## src/rtl/dcl_cfg.svh

```systemverilog
// offsets, field positions, reset values and timing counts of the dc input control
`ifndef DCL_CFG_SVH
`define DCL_CFG_SVH
`define CLK_MHZ      250
`define DEB_TIME_NS  100000
`define DEB_CYCLES   (`DEB_TIME_NS * `CLK_MHZ / 1000)
`define STEPS_FULL   32'd26214
`define THR_MAX      16'd28835
`define EVT_NUM      5
`define REG_CTRL     8'h00
`define REG_CMD      8'h04
`define REG_STATUS   8'h08
`define REG_EVT      8'h0c
`define REG_OVP      8'h10
`define REG_OCP      8'h14
`define REG_OPP      8'h18
`define REG_VMON     8'h1c
`define REG_IMON     8'h20
`define CTRL_INV     0
`define CTRL_HALF    1
`define CTRL_DREM    2
`define CMD_ON       0
`define CMD_OFF      1
`define CMD_ACK      2
`define ST_DC        0
`define ST_LOCK      1
`define ST_REMOTE    2
`define ST_RMODE     3
`define ST_OVP       4
`define ST_OCP       5
`define ST_OPP       6
`define ST_EVT       7
`define CTRL_RST     3'h0
`define EVT_RST      10'h000
`endif

```

## src/rtl/dcl_pkg.sv

```systemverilog
// shared types of the dc input control
package dcl_pkg;
    typedef enum logic [1:0] {ACT_NONE, ACT_SIGNAL, ACT_WARNING, ACT_ALARM} action_t;

    typedef struct packed {
        logic        read;
        logic        write;
        logic [7:0]  address;
        logic [31:0] writedata;
    } avs_req_t;

    typedef struct packed {
        logic [15:0] volt;
        logic [15:0] curr;
        logic [15:0] power;
    } meas_t;

    typedef struct packed {
        logic overvoltage_protect;
        logic overcurrent_protect;
        logic overpower_protect;
        logic evt;
    } prot_t;
endpackage : dcl_pkg

```

## src/rtl/dc_input_lock_and_alarm_control.sv

```systemverilog
// standby lock, dc input switching and alarm handling with avalon register access
// Functional notes
// in analog remote only the standby pin decides the dc input state
// a register bit inverts the meaning of the standby pin
// an open standby pin reads as high
// normal level, pin high: entering analog remote switches the input on
// input off, effective level asserted: switch-on by panel or command accepted
// input off, effective level deasserted: input locked, switch-on ignored
// input on, effective level asserted: stays on, switchable both ways
// input on, level deasserts: switch off and lock; reasserting allows switch-on
// controller pulls remote select low to enter analog remote
// resistance pin tied low keeps resistance mode disabled
// reduced input range halves set and actual value resolution
// event action alarm switches off; signal or warning do not
// event action none is disabled, no reaction
// signal and warning both light the error led, not readable
// event alarm: led lit, input off, status readable
// device alarm: input off, led, alarm pin, readable status
// alarms stay latched until acknowledged
// manual: first press acknowledges, second press switches on
// digital remote: acknowledge command clears pending alarms
// overvoltage protect trips at threshold and switches off
// overcurrent protect trips at threshold up to 1.1 nominal
// overpower protect trips at threshold up to 1.1 nominal
// full range quantises values into 26214 steps
// standby pin synchronised and debounced before use
// pending alarm or lock beats any switch-on request
//
// The Avalon-MM register port and the register offsets were chosen for this implementation.
`include "dcl_cfg.svh"
module dc_input_lock_and_alarm_control
    import dcl_pkg::*;
#(
    parameter int DEB_CYCLES = `DEB_CYCLES
) (
    // clock and reset
    input  wire logic              clk,
    input  wire logic              rst_n,
    // avalon-mm slave
    input  wire dcl_pkg::avs_req_t avs_req,
    output logic            [31:0] avs_readdata,
    output logic                   avs_waitrequest,
    // analog interface pins
    input  wire logic              standby_pin_sink,
    input  wire logic              remote_select_n,
    input  wire logic              resistance_pin_sink,
    output logic                   alarm_pin,
    // front panel
    input  wire logic              panel_press,
    output logic                   error_led,
    // measurements, event conditions and set values
    input  wire dcl_pkg::meas_t    meas,
    input  wire logic        [4:0] event_cond,
    input  wire logic       [15:0] current_setpoint_in,
    input  wire logic       [15:0] voltage_setpoint_in,
    // control outputs
    output logic                   dc_on,
    output logic                   input_locked,
    output logic                   r_mode_enable,
    output logic            [15:0] current_setpoint_q,
    output logic            [15:0] voltage_setpoint_q,
    output logic            [15:0] volt_monitor,
    output logic            [15:0] curr_monitor
);
    import dcl_pkg::*;

    localparam int NE = `EVT_NUM;

    typedef struct packed {
        logic              inv;
        logic              half;
        logic              drem;
        logic [15:0]       ovp_thr;
        logic [15:0]       ocp_thr;
        logic [15:0]       opp_thr;
        logic [2*NE-1:0]   evt_act;
        logic              dc_on;
        logic              locked;
        prot_t             alm;
        logic              warn;
        logic              led;
        logic              alarm_pin;
        logic              rmode;
        logic              eff_q;
        logic              bus_done;
        logic [31:0]       rdata;
        logic [15:0]       vmon;
        logic [15:0]       imon;
    } st_t;

    st_t             st_r;
    st_t             st_nxt;
    logic            pin_level;
    logic            eff;
    logic            remote;
    logic            manual;
    logic            req;
    logic            acc;
    logic            wr_cmd;
    logic            ack;
    logic            pending;
    logic            panel_ack;
    logic            panel_tog;
    logic            sw_on;
    logic            sw_off;
    prot_t           set;
    logic [NE-1:0]   evt_alarm;
    logic [NE-1:0]   evt_warn;
    logic [1:0][15:0] sp_raw;
    logic [1:0][15:0] sp_q;

    function automatic action_t act_of(input logic [2*NE-1:0] v, input int i);
        act_of = action_t'(v[2*i +: 2]);
    endfunction : act_of

    function automatic logic [15:0] clamp_thr(input logic [31:0] d);
        clamp_thr = (d[15:0] > `THR_MAX || d[31:16] != 16'h0) ? `THR_MAX : d[15:0];
    endfunction : clamp_thr

    function automatic logic [31:0] reg_read(input logic [7:0] a, input st_t s, input logic rem);
        logic [31:0] r;
        r = '0;
        case (a)
            `REG_CTRL:
            begin
                r[`CTRL_INV] = s.inv;
                r[`CTRL_HALF] = s.half;
                r[`CTRL_DREM] = s.drem;
            end
            `REG_STATUS:
            begin
                r[`ST_DC] = s.dc_on;
                r[`ST_LOCK] = s.locked;
                r[`ST_REMOTE] = rem;
                r[`ST_RMODE] = s.rmode;
                r[`ST_OVP] = s.alm.overvoltage_protect;
                r[`ST_OCP] = s.alm.overcurrent_protect;
                r[`ST_OPP] = s.alm.overpower_protect;
                r[`ST_EVT] = s.alm.evt;
            end
            `REG_EVT:  r[2*NE-1:0] = s.evt_act;
            `REG_OVP:  r[15:0] = s.ovp_thr;
            `REG_OCP:  r[15:0] = s.ocp_thr;
            `REG_OPP:  r[15:0] = s.opp_thr;
            `REG_VMON: r[15:0] = s.vmon;
            `REG_IMON: r[15:0] = s.imon;
            default:   r = '0;
        endcase
        return r;
    endfunction : reg_read

    // open pin: sink off means high
    standby_debounce #(.DEB_CYCLES(DEB_CYCLES)) u_deb (
        .clk       (clk),
        .rst_n     (rst_n),
        .pin_in    (~standby_pin_sink),
        .level_out (pin_level)
    );

    assign sp_raw = {voltage_setpoint_in, current_setpoint_in};

    genvar g;
    generate
        for (g = 0; g < 2; g++)
        begin : g_sp
            quant_steps u_q (
                .clk   (clk),
                .rst_n (rst_n),
                .raw   (sp_raw[g]),
                .half  (st_r.half),
                .steps (sp_q[g])
            );
        end
        for (g = 0; g < NE; g++)
        begin : g_evt
            // events only act while the input is on
            assign evt_alarm[g] = st_r.dc_on && event_cond[g] && act_of(st_r.evt_act, g) == ACT_ALARM;
            assign evt_warn[g] = st_r.dc_on && event_cond[g] &&
                                 (act_of(st_r.evt_act, g) == ACT_SIGNAL ||
                                  act_of(st_r.evt_act, g) == ACT_WARNING);
        end
    endgenerate

    always_comb
    begin
        st_nxt = st_r;
        eff = pin_level ^ st_r.inv;
        remote = ~remote_select_n;
        manual = ~remote & ~st_r.drem;
        req = avs_req.read | avs_req.write;
        acc = req & st_r.bus_done;
        wr_cmd = acc & avs_req.write && avs_req.address == `REG_CMD;
        pending = (st_r.alm != '0) | st_r.warn;
        panel_ack = manual & panel_press & pending;
        panel_tog = manual & panel_press & ~pending;
        // analog remote: rising edge of the effective level acknowledges
        ack = panel_ack | (wr_cmd & avs_req.writedata[`CMD_ACK]) | (remote & eff & ~st_r.eff_q);
        sw_on = (panel_tog & ~st_r.dc_on) | (wr_cmd & st_r.drem & ~remote & avs_req.writedata[`CMD_ON]);
        sw_off = (panel_tog & st_r.dc_on) | (wr_cmd & st_r.drem & ~remote & avs_req.writedata[`CMD_OFF]);

        // one wait cycle, read data loaded on the first
        st_nxt.bus_done = req & ~st_r.bus_done;
        if (req & ~st_r.bus_done)
            st_nxt.rdata = reg_read(avs_req.address, st_r, remote);
        if (acc & avs_req.write)
        begin
            case (avs_req.address)
                `REG_CTRL:
                begin
                    st_nxt.inv = avs_req.writedata[`CTRL_INV];
                    st_nxt.half = avs_req.writedata[`CTRL_HALF];
                    st_nxt.drem = avs_req.writedata[`CTRL_DREM];
                end
                `REG_EVT: st_nxt.evt_act = avs_req.writedata[2*NE-1:0];
                `REG_OVP: st_nxt.ovp_thr = clamp_thr(avs_req.writedata);
                `REG_OCP: st_nxt.ocp_thr = clamp_thr(avs_req.writedata);
                `REG_OPP: st_nxt.opp_thr = clamp_thr(avs_req.writedata);
                default: ;
            endcase
        end

        // protection thresholds, set wins over acknowledge
        set.overvoltage_protect = meas.volt >= st_r.ovp_thr;
        set.overcurrent_protect = meas.curr >= st_r.ocp_thr;
        set.overpower_protect = meas.power >= st_r.opp_thr;
        set.evt = |evt_alarm;
        st_nxt.alm = set | (st_r.alm & ~{4{ack}});
        st_nxt.warn = (|evt_warn) | (st_r.warn & ~ack);
        st_nxt.led = (st_nxt.alm != '0) | st_nxt.warn;
        st_nxt.alarm_pin = st_nxt.alm.overvoltage_protect | st_nxt.alm.overcurrent_protect | st_nxt.alm.overpower_protect;

        if (remote)
            st_nxt.dc_on = eff;
        else if (~eff)
            st_nxt.dc_on = 1'b0;
        else if (sw_on)
            st_nxt.dc_on = 1'b1;
        else if (sw_off)
            st_nxt.dc_on = 1'b0;
        if ((st_r.alm != '0) | (set != '0))
            st_nxt.dc_on = 1'b0;
        st_nxt.locked = ~remote & ~eff;
        st_nxt.eff_q = eff;
        st_nxt.rmode = ~resistance_pin_sink;
        st_nxt.vmon = st_r.half ? {meas.volt[15:1], 1'b0} : meas.volt;
        st_nxt.imon = st_r.half ? {meas.curr[15:1], 1'b0} : meas.curr;
    end

    always_ff @(posedge clk)
    begin
        if (!rst_n)
        begin
            st_r <= '0;
            st_r.eff_q <= 1'b1;
            st_r.ovp_thr <= `THR_MAX;
            st_r.ocp_thr <= `THR_MAX;
            st_r.opp_thr <= `THR_MAX;
            st_r.evt_act <= `EVT_RST;
        end
        else
            st_r <= st_nxt;
    end

    assign avs_waitrequest = req & ~st_r.bus_done;
    assign avs_readdata = st_r.rdata;
    assign dc_on = st_r.dc_on;
    assign input_locked = st_r.locked;
    assign error_led = st_r.led;
    assign alarm_pin = st_r.alarm_pin;
    assign r_mode_enable = st_r.rmode;
    assign voltage_setpoint_q = sp_q[1];
    assign current_setpoint_q = sp_q[0];
    assign volt_monitor = st_r.vmon;
    assign curr_monitor = st_r.imon;
endmodule : dc_input_lock_and_alarm_control

```

## src/rtl/quant_steps.sv

```systemverilog
// converts a 16-bit converter code into set or actual value steps
module quant_steps (
    // clock and reset
    input  wire logic        clk,
    input  wire logic        rst_n,
    // code in, steps out
    input  wire logic [15:0] raw,
    input  wire logic        half,
    output logic      [15:0] steps
);
    `include "dcl_cfg.svh"

    typedef struct packed {
        logic [15:0] steps;
    } q_t;

    q_t          st_r;
    q_t          st_nxt;
    logic [31:0] prod;

    always_comb
    begin
        prod = 32'(raw) * `STEPS_FULL;
        st_nxt.steps = prod[31:16];
        if (half)
            st_nxt.steps[0] = 1'b0;
    end

    always_ff @(posedge clk)
    begin
        if (!rst_n)
            st_r <= '0;
        else
            st_r <= st_nxt;
    end

    assign steps = st_r.steps;
endmodule : quant_steps

```

## src/rtl/standby_debounce.sv

```systemverilog
// synchroniser and debouncer for the standby pin
`include "dcl_cfg.svh"
module standby_debounce #(
    parameter int DEB_CYCLES = `DEB_CYCLES
) (
    // clock and reset
    input  wire logic clk,
    input  wire logic rst_n,
    // pin level and filtered level
    input  wire logic pin_in,
    output logic      level_out
);
    typedef struct packed {
        logic        s1;
        logic        s2;
        logic        level;
        logic [31:0] cnt;
    } deb_t;

    deb_t st_r;
    deb_t st_nxt;

    always_comb
    begin
        st_nxt = st_r;
        st_nxt.s1 = pin_in;
        st_nxt.s2 = st_r.s1;
        if (st_r.s2 == st_r.level)
            st_nxt.cnt = '0;
        else if (st_r.cnt >= 32'(DEB_CYCLES - 1))
        begin
            st_nxt.level = st_r.s2;
            st_nxt.cnt = '0;
        end
        else
            st_nxt.cnt = st_r.cnt + 32'd1;
    end

    // open pin idles high
    always_ff @(posedge clk)
    begin
        if (!rst_n)
            st_r <= '{s1: 1'b1, s2: 1'b1, level: 1'b1, cnt: 32'h0};
        else
            st_r <= st_nxt;
    end

    assign level_out = st_r.level;
endmodule : standby_debounce

```

## config.mk

```make
export PLATFORM = sky130hd
export DESIGN_NAME = dc_input_lock_and_alarm_control
export DESIGN_NICKNAME = d
export VERILOG_FILES = /design/src/rtl/dcl_pkg.sv /design/src/rtl/dc_input_lock_and_alarm_control.sv /design/src/rtl/quant_steps.sv /design/src/rtl/standby_debounce.sv
export VERILOG_INCLUDE_DIRS = /design/src /design/src/rtl
export SDC_FILE = /design/constraint.sdc
export NUM_CORES = 1
export LEC_CHECK = 0
export ABC_AREA = 1
export BUFFER_PORTS_ARGS = -buffer_cell sky130_fd_sc_hd__buf_2
export CAP_MARGIN = 5
export CORE_ASPECT_RATIO = 1.25
export CORE_UTILIZATION = 45
export DETAILED_ROUTE_END_ITERATION = 6
export PLACE_DENSITY_LB_ADDON = 0.15
export SYNTH_ARGS = -nofsm -noshare
export SYNTH_HDL_FRONTEND = slang
export SYNTH_SLANG_ARGS = --single-unit
```

## constraint.sdc

```tcl
create_clock -name clk -period 5.79 [get_ports clk]
set_input_delay 0.8685 -clock clk [delete_from_list [all_inputs] [get_ports clk]]
set_output_delay 0.8685 -clock clk [all_outputs]
set_load 0.03 [all_outputs]
```

# [Word level (Yosys, flattened, before mapping)]
# Index checks and enable logic that the tools add are counted.
[op_classes] addsub=1 mul=2 div=0 order_cmp=5 eq_ne=25 shifts=0 mux=9 n_bitwise=45 n_reduce_logical=38
[op_table] operator="16-bit by 14-bit multiplier with 30-bit output (second input constant)" count=2
[op_table] operator="16-bit greater-or-equal comparator" count=3
[op_table] operator="5-bit one-hot mux with 7 select lines" count=1
[op_table] operator="32-bit by 1-bit adder with 32-bit output (second input constant)" count=1
[op_table] operator="8-bit by 5-bit == test with 1-bit output (second input constant)" count=4
[op_table] operator="32-bit by 15-bit greater-or-equal comparator with 1-bit output (second input constant)" count=1
[op_table] operator="6-bit one-hot mux with 5 select lines" count=1
[op_table] operator="3-bit one-hot mux with 8 select lines" count=1
[op_table] operator="2-bit == test (second input constant)" count=10
[op_table] operator="1-bit bitwise AND" count=18
[op_table] operator="8-bit by 4-bit == test with 1-bit output (second input constant)" count=2
[op_table] operator="16-bit by 15-bit greater-than comparator with 1-bit output (second input constant)" count=1
[op_table] operator="1-bit logical AND" count=16
[op_table] operator="16-bit two-way mux" count=1
[op_table] operator="16-bit nonzero test" count=1
[op_table] operator="1-bit NOT" count=12
[op_table] operator="2-bit one-hot mux with 6 select lines" count=1
[op_table] operator="2-bit AND reduction" count=6
[op_table] operator="4-bit nonzero test" count=3
[op_table] operator="1-bit bitwise OR" count=11
[op_table] operator="2-bit by 1-bit == test with 1-bit output (second input constant)" count=5
[op_table] operator="5-bit OR reduction" count=2
[op_table] operator="8-bit by 3-bit == test with 1-bit output (second input constant)" count=1
[op_table] operator="8-bit by 6-bit == test with 1-bit output (second input constant)" count=1
[op_table] operator="11 further kinds" count=20
[totals] register_bits=188 latchBits=0 mem_bits_rw=0 mem_bits_ro=0 inputBits=133 out_inout_bits=102 wordCells=159 memories=0

# [Longest topological paths before layout]
# Gate-level depths: netlist (run 1).
[depth] word_depth=12 depth_mapped=22 ltp_nobuf=22

# [By module]
# Synthesis (run 1) repeated with hierarchy kept, for this count alone.
[unflattened] hier_cells=2437 hier_area_um2=18506.5
[modules_own_cells] mod="dc_input_lock_and_alarm_control" n_inst=1 cells_per_inst=980 area_per_inst_um2=7053.0 seq_area_each_um2=2422.3
[modules_own_cells] mod="quant_steps at g_sp[1].u_q" n_inst=1 cells_per_inst=649 area_per_inst_um2=5052.3 seq_area_each_um2=300.3
[modules_own_cells] mod="quant_steps at g_sp[0].u_q" n_inst=1 cells_per_inst=648 area_per_inst_um2=5043.6 seq_area_each_um2=300.3
[modules_own_cells] mod="standby_debounce" n_inst=1 cells_per_inst=160 area_per_inst_um2=1357.6 seq_area_each_um2=700.7

# [Worst setup path after synthesis (run 1)]
# Ideal clock, no wire load.
[synth_timing] kind="input to register" start="input voltage_setpoint_in[1]" end="register g_sp[1].u_q.st_r (netlist bit g_sp[1].u_q.steps[13])" setup_ps=113 arrival_ps=5097 required_time_ps=5677 path_slack_ps=580 stages=21 path_buffers=0 cell_sequence="ha_1 -> xor2_1 -> ha_1 -> or2_2 -> fa_1 -> fa_1 -> fa_1 -> inv_1 -> fa_1 -> inv_1 -> ha_1 -> nand2_1 -> nor2_1 -> inv_1 -> nor3_1 -> and2_1 -> nand2_1 -> nand2_1 -> nand2_1 -> nand2_1 -> nor2_1"
[synth_via] elab_chain_len=1
[synth_rtl] element="start, declared" line_no="dc_input_lock_and_alarm_control.sv:55" source="input wire logic [15:0] voltage_setpoint_in,"
[synth_rtl] element="16-bit by 14-bit multiplier with 30-bit output (no line)"
[synth_rtl] element="end signal, assigned" line_no="quant_steps.sv:34" source="st_r <= st_nxt;"
[synth_rtl] element="end, declared" line_no="quant_steps.sv:17" source="q_t st_r;"
# Every way passes these cells.
# A chain may end at the register's enable or synchronous reset.

# [Worst setup path after layout (run 1)]
[layout_timing] start="input current_setpoint_in[1]" end="register g_sp[0].u_q.st_r (netlist bit g_sp[0].u_q.steps[14])"
[layout_via] elab_chain_len=1
[layout_rtl] element="start, declared" line_no="dc_input_lock_and_alarm_control.sv:54" source="input wire logic [15:0] current_setpoint_in,"
[layout_rtl] element="16-bit by 14-bit multiplier with 30-bit output (no line)"
[layout_rtl] element="end signal, assigned" line_no="quant_steps.sv:34"
[layout_rtl] element="end, declared" line_no="quant_steps.sv:17"
# Every way passes these cells.

==> results of run 1 <==
## cell usage after synthesis, types with 2 or more instances
| master | number |
|---|---|
| sky130_fd_sc_hd__a21boi_0 | 3 |
| sky130_fd_sc_hd__a21o_1 | 4 |
| sky130_fd_sc_hd__a21oi_1 | 173 |
| sky130_fd_sc_hd__a31oi_1 | 3 |
| sky130_fd_sc_hd__and2_1 | 6 |
| sky130_fd_sc_hd__buf_1 | 4 |
| sky130_fd_sc_hd__buf_2 | 10 |
| sky130_fd_sc_hd__buf_4 | 67 |
| sky130_fd_sc_hd__clkbuf_1 | 16 |
| sky130_fd_sc_hd__clkbuf_2 | 3 |
| sky130_fd_sc_hd__dfxtp_1 | 186 |
| sky130_fd_sc_hd__fa_1 | 126 |
| sky130_fd_sc_hd__ha_1 | 307 |
| sky130_fd_sc_hd__inv_1 | 456 |
| sky130_fd_sc_hd__inv_2 | 6 |
| sky130_fd_sc_hd__nand2_1 | 420 |
| sky130_fd_sc_hd__nand2_2 | 2 |
| sky130_fd_sc_hd__nand3_1 | 119 |
| sky130_fd_sc_hd__nand3b_1 | 3 |
| sky130_fd_sc_hd__nand4_1 | 17 |
| sky130_fd_sc_hd__nor2_1 | 204 |
| sky130_fd_sc_hd__nor2_2 | 4 |
| sky130_fd_sc_hd__nor2_4 | 3 |
| sky130_fd_sc_hd__nor3_1 | 38 |
| sky130_fd_sc_hd__nor3_2 | 2 |
| sky130_fd_sc_hd__nor3_4 | 2 |
| sky130_fd_sc_hd__nor4_1 | 9 |
| sky130_fd_sc_hd__o21a_1 | 7 |
| sky130_fd_sc_hd__o21ai_0 | 135 |
| sky130_fd_sc_hd__o21ai_1 | 2 |
| sky130_fd_sc_hd__o21bai_1 | 12 |
| sky130_fd_sc_hd__o22ai_1 | 6 |
| sky130_fd_sc_hd__or2_2 | 6 |
| sky130_fd_sc_hd__xnor2_1 | 9 |
| sky130_fd_sc_hd__xor2_1 | 20 |
## flip-flops by register name, indices dropped and copies added, names as in the netlist
name             flops
g_sp.u_q.steps      30
u_deb.st_r          33
error_led            1
r_mode_enable        1
volt_monitor        16
avs_readdata        16
dc_on                1
u_deb.st_nxt         1
input_locked         1
curr_monitor        16
alarm_pin            1
u_deb.level_out      1
st_r                68
## area by class of cell
| class | instances | area, sq um | area share [%] |
|---|---|---|---|
| flip-flops and latches | 186 | 3724 | 18.58 |
| clock buffers | 17 | 425.4 | 2.122 |
| well taps | 498 | 623.1 | 3.109 |
| inverters | 463 | 1739 | 8.677 |
| multi-input cells | 1688 | 12180 | 60.77 |
| repair buffers | 229 | 1181 | 5.893 |
| clock inverters | 14 | 157.7 | 0.7866 |
| diodes | 5 | 12.51 | 0.06243 |
## critical path: stages
cell                      delay [ns]
sky130_fd_sc_hd__buf_2          0.14
sky130_fd_sc_hd__ha_1           0.34
sky130_fd_sc_hd__xor2_1         0.19
sky130_fd_sc_hd__ha_1           0.18
sky130_fd_sc_hd__or2_2          0.30
sky130_fd_sc_hd__fa_1           0.48
sky130_fd_sc_hd__fa_1           0.53
sky130_fd_sc_hd__fa_1           0.56
sky130_fd_sc_hd__inv_1          0.05
sky130_fd_sc_hd__fa_1           0.38
sky130_fd_sc_hd__inv_1          0.07
sky130_fd_sc_hd__ha_1           0.30
sky130_fd_sc_hd__a21oi_1        0.30
sky130_fd_sc_hd__o21ai_0        0.14
sky130_fd_sc_hd__a21oi_1        0.28
sky130_fd_sc_hd__nor2_1         0.09
sky130_fd_sc_hd__nor2_1         0.14
sky130_fd_sc_hd__nand3_1        0.09
sky130_fd_sc_hd__nand2_1        0.06
sky130_fd_sc_hd__nor2_1         0.05
## per-layer routing
layer | global-route usage, % | vias to the layer above | wire length, um
met5 | 0 | - | 0
met2 | 44.24 | 457 | 25040
met1 | 32.92 | 7378 | 23010
met4 | 12.99 | 0 | 2308
li1 | - | 7926 | -
met3 | 2.779 | 102 | 2205
## worst max-delay path by stage
stage / startpoint / to / slack, ns / depth (start not counted)
after global placement: current_setpoint_in[1] / g_sp[0].u_q.steps[14] / 0.16 / 20
after CTS: current_setpoint_in[1] / g_sp[0].u_q.steps[14] / 0.60 / 20
after detailed placement: current_setpoint_in[1] / g_sp[0].u_q.steps[14] / 0.09 / 20
final: current_setpoint_in[1] / g_sp[0].u_q.steps[14] / 0.60 / 20
after global routing: current_setpoint_in[1] / g_sp[0].u_q.steps[9] / 0.36 / 20
after floorplan: voltage_setpoint_in[1] / g_sp[1].u_q.steps[13] / 0.58 / 21
## cell usage in the layout (no fill, tap or decap), drive strengths merged, types with 10 or more instances in the layout
| master | n |
|---|---|
| o21ai | 137 |
| nand3 | 120 |
| conb | 35 |
| nand4 | 18 |
| nor3 | 42 |
| inv | 468 |
| nand2 | 423 |
| clkbuf | 17 |
| a21oi | 173 |
| nor2 | 211 |
| ha | 307 |
| o21bai | 12 |
| fa | 126 |
| xor2 | 20 |
| buf | 229 |
| nor4 | 10 |
| dfxtp | 186 |
## logic make-up after synthesis
family | Yosys count | share of synthesized area, %
xor+xnor | 29 | 1.399
buf+inv | 563 | 13.12
simple gates | 843 | 19.83
compound gates | 348 | 10.07
fa+ha+maj | 433 | 35.05
other cells | 1 | 0.02065
flops | 186 | 20.51
## through the flow
step	hold WS [ns]	instance area (sq um)	instances
3_5_place_dp	0.4107	19450	3064
4_1_cts	0.4351	20030	3095
3_3_place_gp	0.4059	19450	3064
2_1_floorplan	0.3925	18280	2437
5_1_grt	0.4459	20040	3099
6_report	0.4292	20040	3100
## where the power goes
| part | leakage [nW] | internal, mW | switching (mW) |
|---|---|---|---|
| Clock | 0.277 | 0.575 | 0.614 |
| Sequential | 1.53 | 1.42 | 0.0690 |
| Combinational | 9.02 | 2.40 | 4.52 |
==> summary.md, run 1 <==
The die is 181.7 um wide. After synthesis the netlist holds a flip-flop and latch count of 186. The first routing iteration left 782 violations. Setup violations remaining at the end of the flow were counted as 0. During I/O placement, the number of pins put on the boundary was 235. The most area-hungry cell type in the Yosys netlist was sky130_fd_sc_hd__ha_1.

Static timing analysis puts the maximum clock frequency at 0.1927 GHz. Global routing finished with a remaining overflow of 0. Setup slack closes at 0.5997 ns. The fraction of synthesis flops using an asynchronous set or reset pin works out to 0%.

After clock tree synthesis, the clock-pin slew on the worst setup and hold paths is 0.09 ns. The netlist uses 48 different library cells. Each instance of the synthesized netlist takes up on average 7.556 sq um.

The total track usage is 26.07%, and the final count of pins violating max slew is 0. In the final routed layout, each cell accounts on average for 16.96 um. Reg-to-reg endpoint: error_led.

End point of the most critical hold path: u_deb.st_r[33]. The maximum net fanout on the critical path was 6; the fraction of layout instances using a drive strength above 1 was 11.24%. For the initial core utilization, the log shows 46.05%.

Setup repair after global routing left no endpoint under its margin. The worst register-to-register path begins at st_r[115]. The die is 226.6 um tall. The die covers 41160 sq um. The logs give 81.94 mm for the wire length of the first global-routing pass and 112 for the pin count of the biggest net entering global routing. The first detailed-routing pass ran for 5 iterations. The tools report the cell chosen for the clock root as sky130_fd_sc_hd__clkbuf_16.

In this run the most critical hold path is launched from u_deb.st_nxt[33]. The final critical-path required period was 5.190 ns; the number of enable-type register cells in the synthesized netlist was 0. Using the TritonRoute via totals, the vias-per-cell ratio works out to 5.117. Gates resized during post-CTS repair numbered 0. From synthesis to final layout, the design area changed by 10.39%. The count of nets left with antenna violations once routing finished came out at 0.

The actual transition at the worst max-transition pin was 1.192 ns. The later pin in the worst-skew pair is clocked with a latency of 0.47 ns. Predominant post-synthesis flop cell: sky130_fd_sc_hd__dfxtp_1. The routed layout has 15860 vias. By area the synthesized netlist is led by sky130_fd_sc_hd__ha_1, sky130_fd_sc_hd__dfxtp_1, sky130_fd_sc_hd__fa_1.

Total negative slack: 0 ns. For the cell count after synthesis, the log shows 2403. Worst hold-check path type: flip-flop to flip-flop. The reported max-cap violation count is 0. The hold violation count in the final report was 0; the number of antenna violations at the first check in global routing was 5. The run gives 81 as the number of core rows.

The tools report the deepest level of the CTS H-tree as 4. TritonCTS built the clock tree. The share of Yosys cell area claimed by the top area cell type works out to 21.16%.

The region available for standard cell placement spans 39420 sq um. Cell count of the worst hold path: 1. The via count of the first global-routing pass is 15600, and the number of buffers inserted during clock tree synthesis is 17.

The logs give 0.9278 for the global placer's final weighted congestion and 9.599 mW for the total design power. Measured against its own limit, the worst slew margin works out to 20.51%. In the finished design, the share of the clock period the worst path needs comes to 89.64%. Summed over all layers, the routed wires come to 52.57 mm.

The flow ran to the end, and the final reports show no timing, DRC or antenna violations. Once the clock tree was built, the setup fixing pass inserted 0 buffers. By startpoint and endpoint, the worst setup path is classified as input pin to flip-flop.

During synthesis, Yosys emitted a total of 0 warnings. The worst setup slack for register-to-register paths came out at 3.79 ns. Summing every instance area after synthesis gives 18160 sq um. In this run the power density over the cells is 478.9 nW/um^2. Critical path startpoint category: an input pin. The worst setup path is captured at a flip-flop.

Clock tree synthesis found a total of 186 sinks. For the post-placement worst setup slack, the log shows 0.08516 ns. Counting the fill cells in the layout gives 3936.

The count of buffers added on input and output ports is 216. The number of cell instances on the worst register-to-register path is 9, and the worst IR drop on VDD is 0.3188 mV. For the worst setup path, the data arrival time is 5.55 ns. For this run, design rule violations remaining after detail routing come to 0.

Across the routed clock network, the largest skew measured is 0.01644 ns. The final layout contains 3151 nets. The deepest clock path buffer count was 2; the detailed-placement wirelength estimate was 44.20 mm. The run gives 10.82 nW as the total leakage power. The final design utilization was 50.84%. At the worst endpoint, the required time is 6.15 ns. Share of synthesized area occupied by flip-flops and latches: 20.51%. The tools report the number of buffers inserted by hold repair at cts as 0.
Note: power is estimated with default switching activity, not from simulation.
==> run 2: changes to the inputs <==
--- a/config.mk
+++ b/config.mk
@@ -6,8 +6,7 @@
 export SDC_FILE = /design/constraint.sdc
 export NUM_CORES = 1
 export LEC_CHECK = 0
-export ABC_AREA = 1
-export BUFFER_PORTS_ARGS = -buffer_cell sky130_fd_sc_hd__buf_2
+export BUFFER_PORTS_ARGS = -buffer_cell sky130_fd_sc_hd__buf_4
 export CAP_MARGIN = 5
 export CORE_ASPECT_RATIO = 1.25
 export CORE_UTILIZATION = 45
==> run 2 against run 1 <==
Sequential share of layout area grew 0.054 points. Routed wire length shrank 10%. Via count fell by 13%. Sequential power is essentially flat. Setup slack worse by 0.25 ns. Register-to-register slack got worse by 0.68 ns. Critical path depth decreased by 3. Area after synthesis down 5.5%. Synthesized cell count down 22%. Maximum frequency shrank 4.6%. Flip-flop and latch count unchanged. Critical path type unchanged. Largest cell class unchanged.
==> summary.md, run 2 <==
The average instance area after synthesis was 9.148 sq um (was 7.556 sq um). The via total after detailed routing is 13770 (was 15860), and the period utilization is 93.93% (was 89.64%). Top cells by area, synth: sky130_fd_sc_hd__ha_1, sky130_fd_sc_hd__dfxtp_1, sky130_fd_sc_hd__fa_1 (unchanged). The per-cell routed wire length is 18.17 um (was 16.96 um), and the total of warnings raised by yosys is 0 (unchanged). Most common cell in the synthesized netlist: sky130_fd_sc_hd__ha_1 (was sky130_fd_sc_hd__inv_1). The pin count of the biggest net entering global routing is 82 (was 112). The tools report the reg-to-reg endpoint as error_led (unchanged). The final antenna-violating net count is 0 (unchanged), and the number of cell instances on the worst register-to-register path is 8 (was 9). The run gives 17 (unchanged) as the number of buffers inserted during clock tree synthesis. The diode insertion count for antenna repair was 0 (was 5); the ratio of routed vias to standard cells was 5.286 (was 5.117). The worst hold-check path type is flip-flop to flip-flop (unchanged).

The number of enable-type register cells in the synthesized netlist works out to 0 (unchanged). For the reported max-cap violation count, the log shows 0 (unchanged). The clock edge transition at the registers on the reported setup and hold paths is 0.07 ns (was 0.09 ns), and the number of antenna violations at the first check in global routing is 0 (was 5). The logs give 809 (was 782) for the iteration-0 DRC count of the detailed router and 5 (unchanged) for the detailed-router iteration count before antenna repair. The startpoint of the worst register-to-register path was st_r[102] (was st_r[115]). Power density over the cells: 486.3 nW/um^2 (was 478.9 nW/um^2). The flow ran to the end, and the final reports show no timing, DRC or antenna violations. The fraction of layout instances using a drive strength above 1 was 16.75% (was 11.24%). The detailed-placement wirelength estimate was 39.74 mm (was 44.20 mm); the share of synthesized area occupied by flip-flops and latches was 21.70% (was 20.51%). The hold violation count in the final report was 0 (unchanged); the quantity of I/O buffers inserted on ports was 216 (unchanged). The die extent in y was 220.3 um (was 226.6 um). Cell chosen for the clock root: sky130_fd_sc_hd__clkbuf_16 (unchanged). The number of flip-flops in the largest register came out at 68 (unchanged).

The insertion delay to the later sink of the worst-skew pair was 0.45 ns (was 0.47 ns); the worst hold slack was 0.4175 ns (was 0.4292 ns). For the total leakage power, the log shows 10.11 nW (was 10.82 nW). The required time of the worst setup path was 6.16 ns (was 6.15 ns); the fraction of synthesis flops using an asynchronous set or reset pin was 0% (unchanged).

The tools report the final wirelength as 47.33 mm (was 52.57 mm). The logs give 235 (unchanged) for the number of primary I/O pins and 0 (unchanged) for the number of setup violations in the final report. The share of Yosys cell area claimed by the top area cell type is 22.38% (was 21.16%), and the layout net count is 2674 (was 3151). The most area-hungry cell type in the Yosys netlist was sky130_fd_sc_hd__ha_1 (unchanged).

The wire length of the first global-routing pass was 75.60 mm (was 81.94 mm). The tools report the remaining global-route overflow as 0 (unchanged). The run gives 4 (unchanged) as the deepest level of the CTS H-tree.

The maximum net fanout on the critical path works out to 4 (was 6). The run gives 2605 (was 3100) as the count of placed standard cells in the final layout, fillers left out. The logs give 1876 (was 2403) for the cell count after synthesis and 0 (unchanged) for the final count of pins violating max slew. The final critical-path required period is 5.438 ns (was 5.190 ns), and the total negative slack is 0 ns (unchanged). Post-synth design cell area: 17160 sq um (was 18160 sq um). The largest register by flop count is st_r (unchanged). The register bit count reported by yosys came out at 186 (unchanged).

The tools report the via count of the first global-routing pass as 14320 (was 15600). The most common cell after layout, fill and taps aside is sky130_fd_sc_hd__ha_1 (was sky130_fd_sc_hd__inv_1). Worst clock skew: 0.01403 ns (was 0.01644 ns). The path type of the worst setup path is input pin to flip-flop (unchanged). The count of unresolved DRC violations after routing came out at 0 (unchanged). The tools report the endpoint type of the worst setup path as a flip-flop (unchanged). Setup repair after global routing left no endpoint under its margin. Synth top cells by count: sky130_fd_sc_hd__ha_1, sky130_fd_sc_hd__inv_1, sky130_fd_sc_hd__dfxtp_1 (was sky130_fd_sc_hd__inv_1, sky130_fd_sc_hd__nand2_1, sky130_fd_sc_hd__ha_1). The number of instances in the placed design was 2575 (was 3064); the area added between synthesis and finish was 16.46% (was 10.39%).

Deepest clock path buffer count: 2 (unchanged). For the area enclosed by the die boundary, the log shows 38930 sq um (was 41160 sq um). For the total design power, the log shows 9.719 mW (was 9.599 mW).

The maximum clock rate came out at 0.1839 GHz (was 0.1927 GHz). The cell count of the worst hold path is 1 (unchanged). The predominant post-synthesis flop cell is sky130_fd_sc_hd__dfxtp_1 (unchanged).

Number of distinct library cells after synthesis: 72 (was 48). Actual transition at the worst max-transition pin: 1.188 ns (was 1.192 ns). TritonCTS built the clock tree. Highest-count cells in the layout ignoring fill and taps: sky130_fd_sc_hd__ha_1, sky130_fd_sc_hd__buf_4, sky130_fd_sc_hd__inv_1 (was sky130_fd_sc_hd__inv_1, sky130_fd_sc_hd__nand2_1, sky130_fd_sc_hd__ha_1).

The run gives 19990 sq um (was 20040 sq um) as the post-route standard cell area excluding fillers. The end point of the most critical hold path was u_deb.st_r[33] (unchanged). Chip width: 176.7 um (was 181.7 um). The worst relative slew slack was 20.35% (was 20.51%); the number of core rows was 79 (was 81). The global placer's final weighted congestion came out at 0.9635 (was 0.9278). Total number of clock tree sinks: 186 (unchanged). Launch instance of the worst min-delay path: u_deb.st_nxt[33] (unchanged). The run gives 5.81 ns (was 5.55 ns) as the critical path data arrival time. For the worst setup slack for register-to-register paths, the log shows 3.11 ns (was 3.79 ns). The run gives 45.93% (was 46.05%) as the initial core utilization. The logs give 19410 sq um (was 19450 sq um) for the standard cell area after detailed placement and 0.3497 mV (was 0.3188 mV) for the worst IR drop on VDD. The critical path startpoint category is an input pin (unchanged).

The core area was 37360 sq um (was 39420 sq um); the total track usage was 25.25% (was 26.07%).
run 2: cell count changes after synthesis, sizes merged, moves of 37 or more:
cell   change
and2      +40
nand2    -296
a21oi    -107
nor2      -97
o21ai     -73
inv      -180
nand3     -92
mux2i     +37
run 2: final cells by class:
class	instances	area, sq um
Clock buffer	19	442.9
Tap cell	486	608.1
Timing Repair Buffer	289	2170
Sequential cell	186	3724
Fill cell	3576	17380
Multi-Input combinational cell	1331	11840
Inverter	283	1062
Clock inverter	11	135.1
run 2: per-stage QoR:
stage,utilization (%),setup WS [ns]
final,53.49,0.3516
after global routing,53.49,0.02438
after CTS,53.49,0.3441
after detailed placement,51.94,-0.08687
after global placement,51.94,-0.03351
after floorplan,-,0.2813
run 2: worst max path at each step:
stage | slack (ns) | cells past startpoint | endpoint | from
floorplan | 0.28 | 18 | g_sp[0].u_q.steps[11] | current_setpoint_in[4]
global placement | -0.03 | 17 | g_sp[0].u_q.steps[13] | current_setpoint_in[1]
detailed placement | -0.09 | 19 | g_sp[1].u_q.steps[8] | voltage_setpoint_in[1]
CTS | 0.34 | 19 | g_sp[0].u_q.steps[14] | current_setpoint_in[2]
global route | 0.02 | 18 | g_sp[0].u_q.steps[14] | current_setpoint_in[1]
finish | 0.35 | 17 | g_sp[0].u_q.steps[13] | current_setpoint_in[1]
run 2: routing by layer:
layer / vias to the layer above / global-route usage (%) / part of all wire, %
met3: 79 / 3.952 / 5.1
met4: 0 / 9.569 / 3.5
met2: 408 / 44.98 / 50
met5: - / 0 / 0
met1: 6548 / 30.40 / 41
li1: 6735 / - / -
run 2: where the power goes:
group / internal, mW / total [mW] / switching [mW]
Clock: 0.651 / 1.18 / 0.527
Sequential: 1.42 / 1.50 / 0.0807
Combinational: 3.17 / 7.04 / 3.87
Total: 5.24 / 9.72 / 4.48
run 2: critical path: stages:
cell and delay (ns):
sky130_fd_sc_hd__buf_4 0.13, sky130_fd_sc_hd__ha_1 0.31, sky130_fd_sc_hd__xor2_1 0.26, sky130_fd_sc_hd__ha_1 0.30
sky130_fd_sc_hd__fa_1 0.51, sky130_fd_sc_hd__fa_1 0.52, sky130_fd_sc_hd__fa_1 0.55, sky130_fd_sc_hd__inv_1 0.05
sky130_fd_sc_hd__fa_1 0.50, sky130_fd_sc_hd__inv_1 0.05, sky130_fd_sc_hd__ha_1 0.33, sky130_fd_sc_hd__nand3_1 0.12
sky130_fd_sc_hd__or2_2 0.29, sky130_fd_sc_hd__o211ai_1 0.31, sky130_fd_sc_hd__o21ai_0 0.19, sky130_fd_sc_hd__o31ai_1 0.33
sky130_fd_sc_hd__mux2i_1 0.20
run 2: kinds of logic after synthesis:
logic type | after synthesis | synth area share, %
AND/OR/NAND/NOR | 440 | 12.50
adder cells (fa/ha/maj) | 433 | 37.08
buffers and inverters | 393 | 10.06
AO/OA/AOI/OAI | 316 | 12.27
flip-flops | 186 | 21.70
multiplexers | 58 | 3.864
XOR/XNOR | 49 | 2.501
other | 1 | 0.02185
run 2: repair_timing:
action / CTS / global route
resized for setup: 0 / 1
hold buffers: 0 / 0
buffers inserted: 0 / 0
setup endpoints to repair: 0 / 1
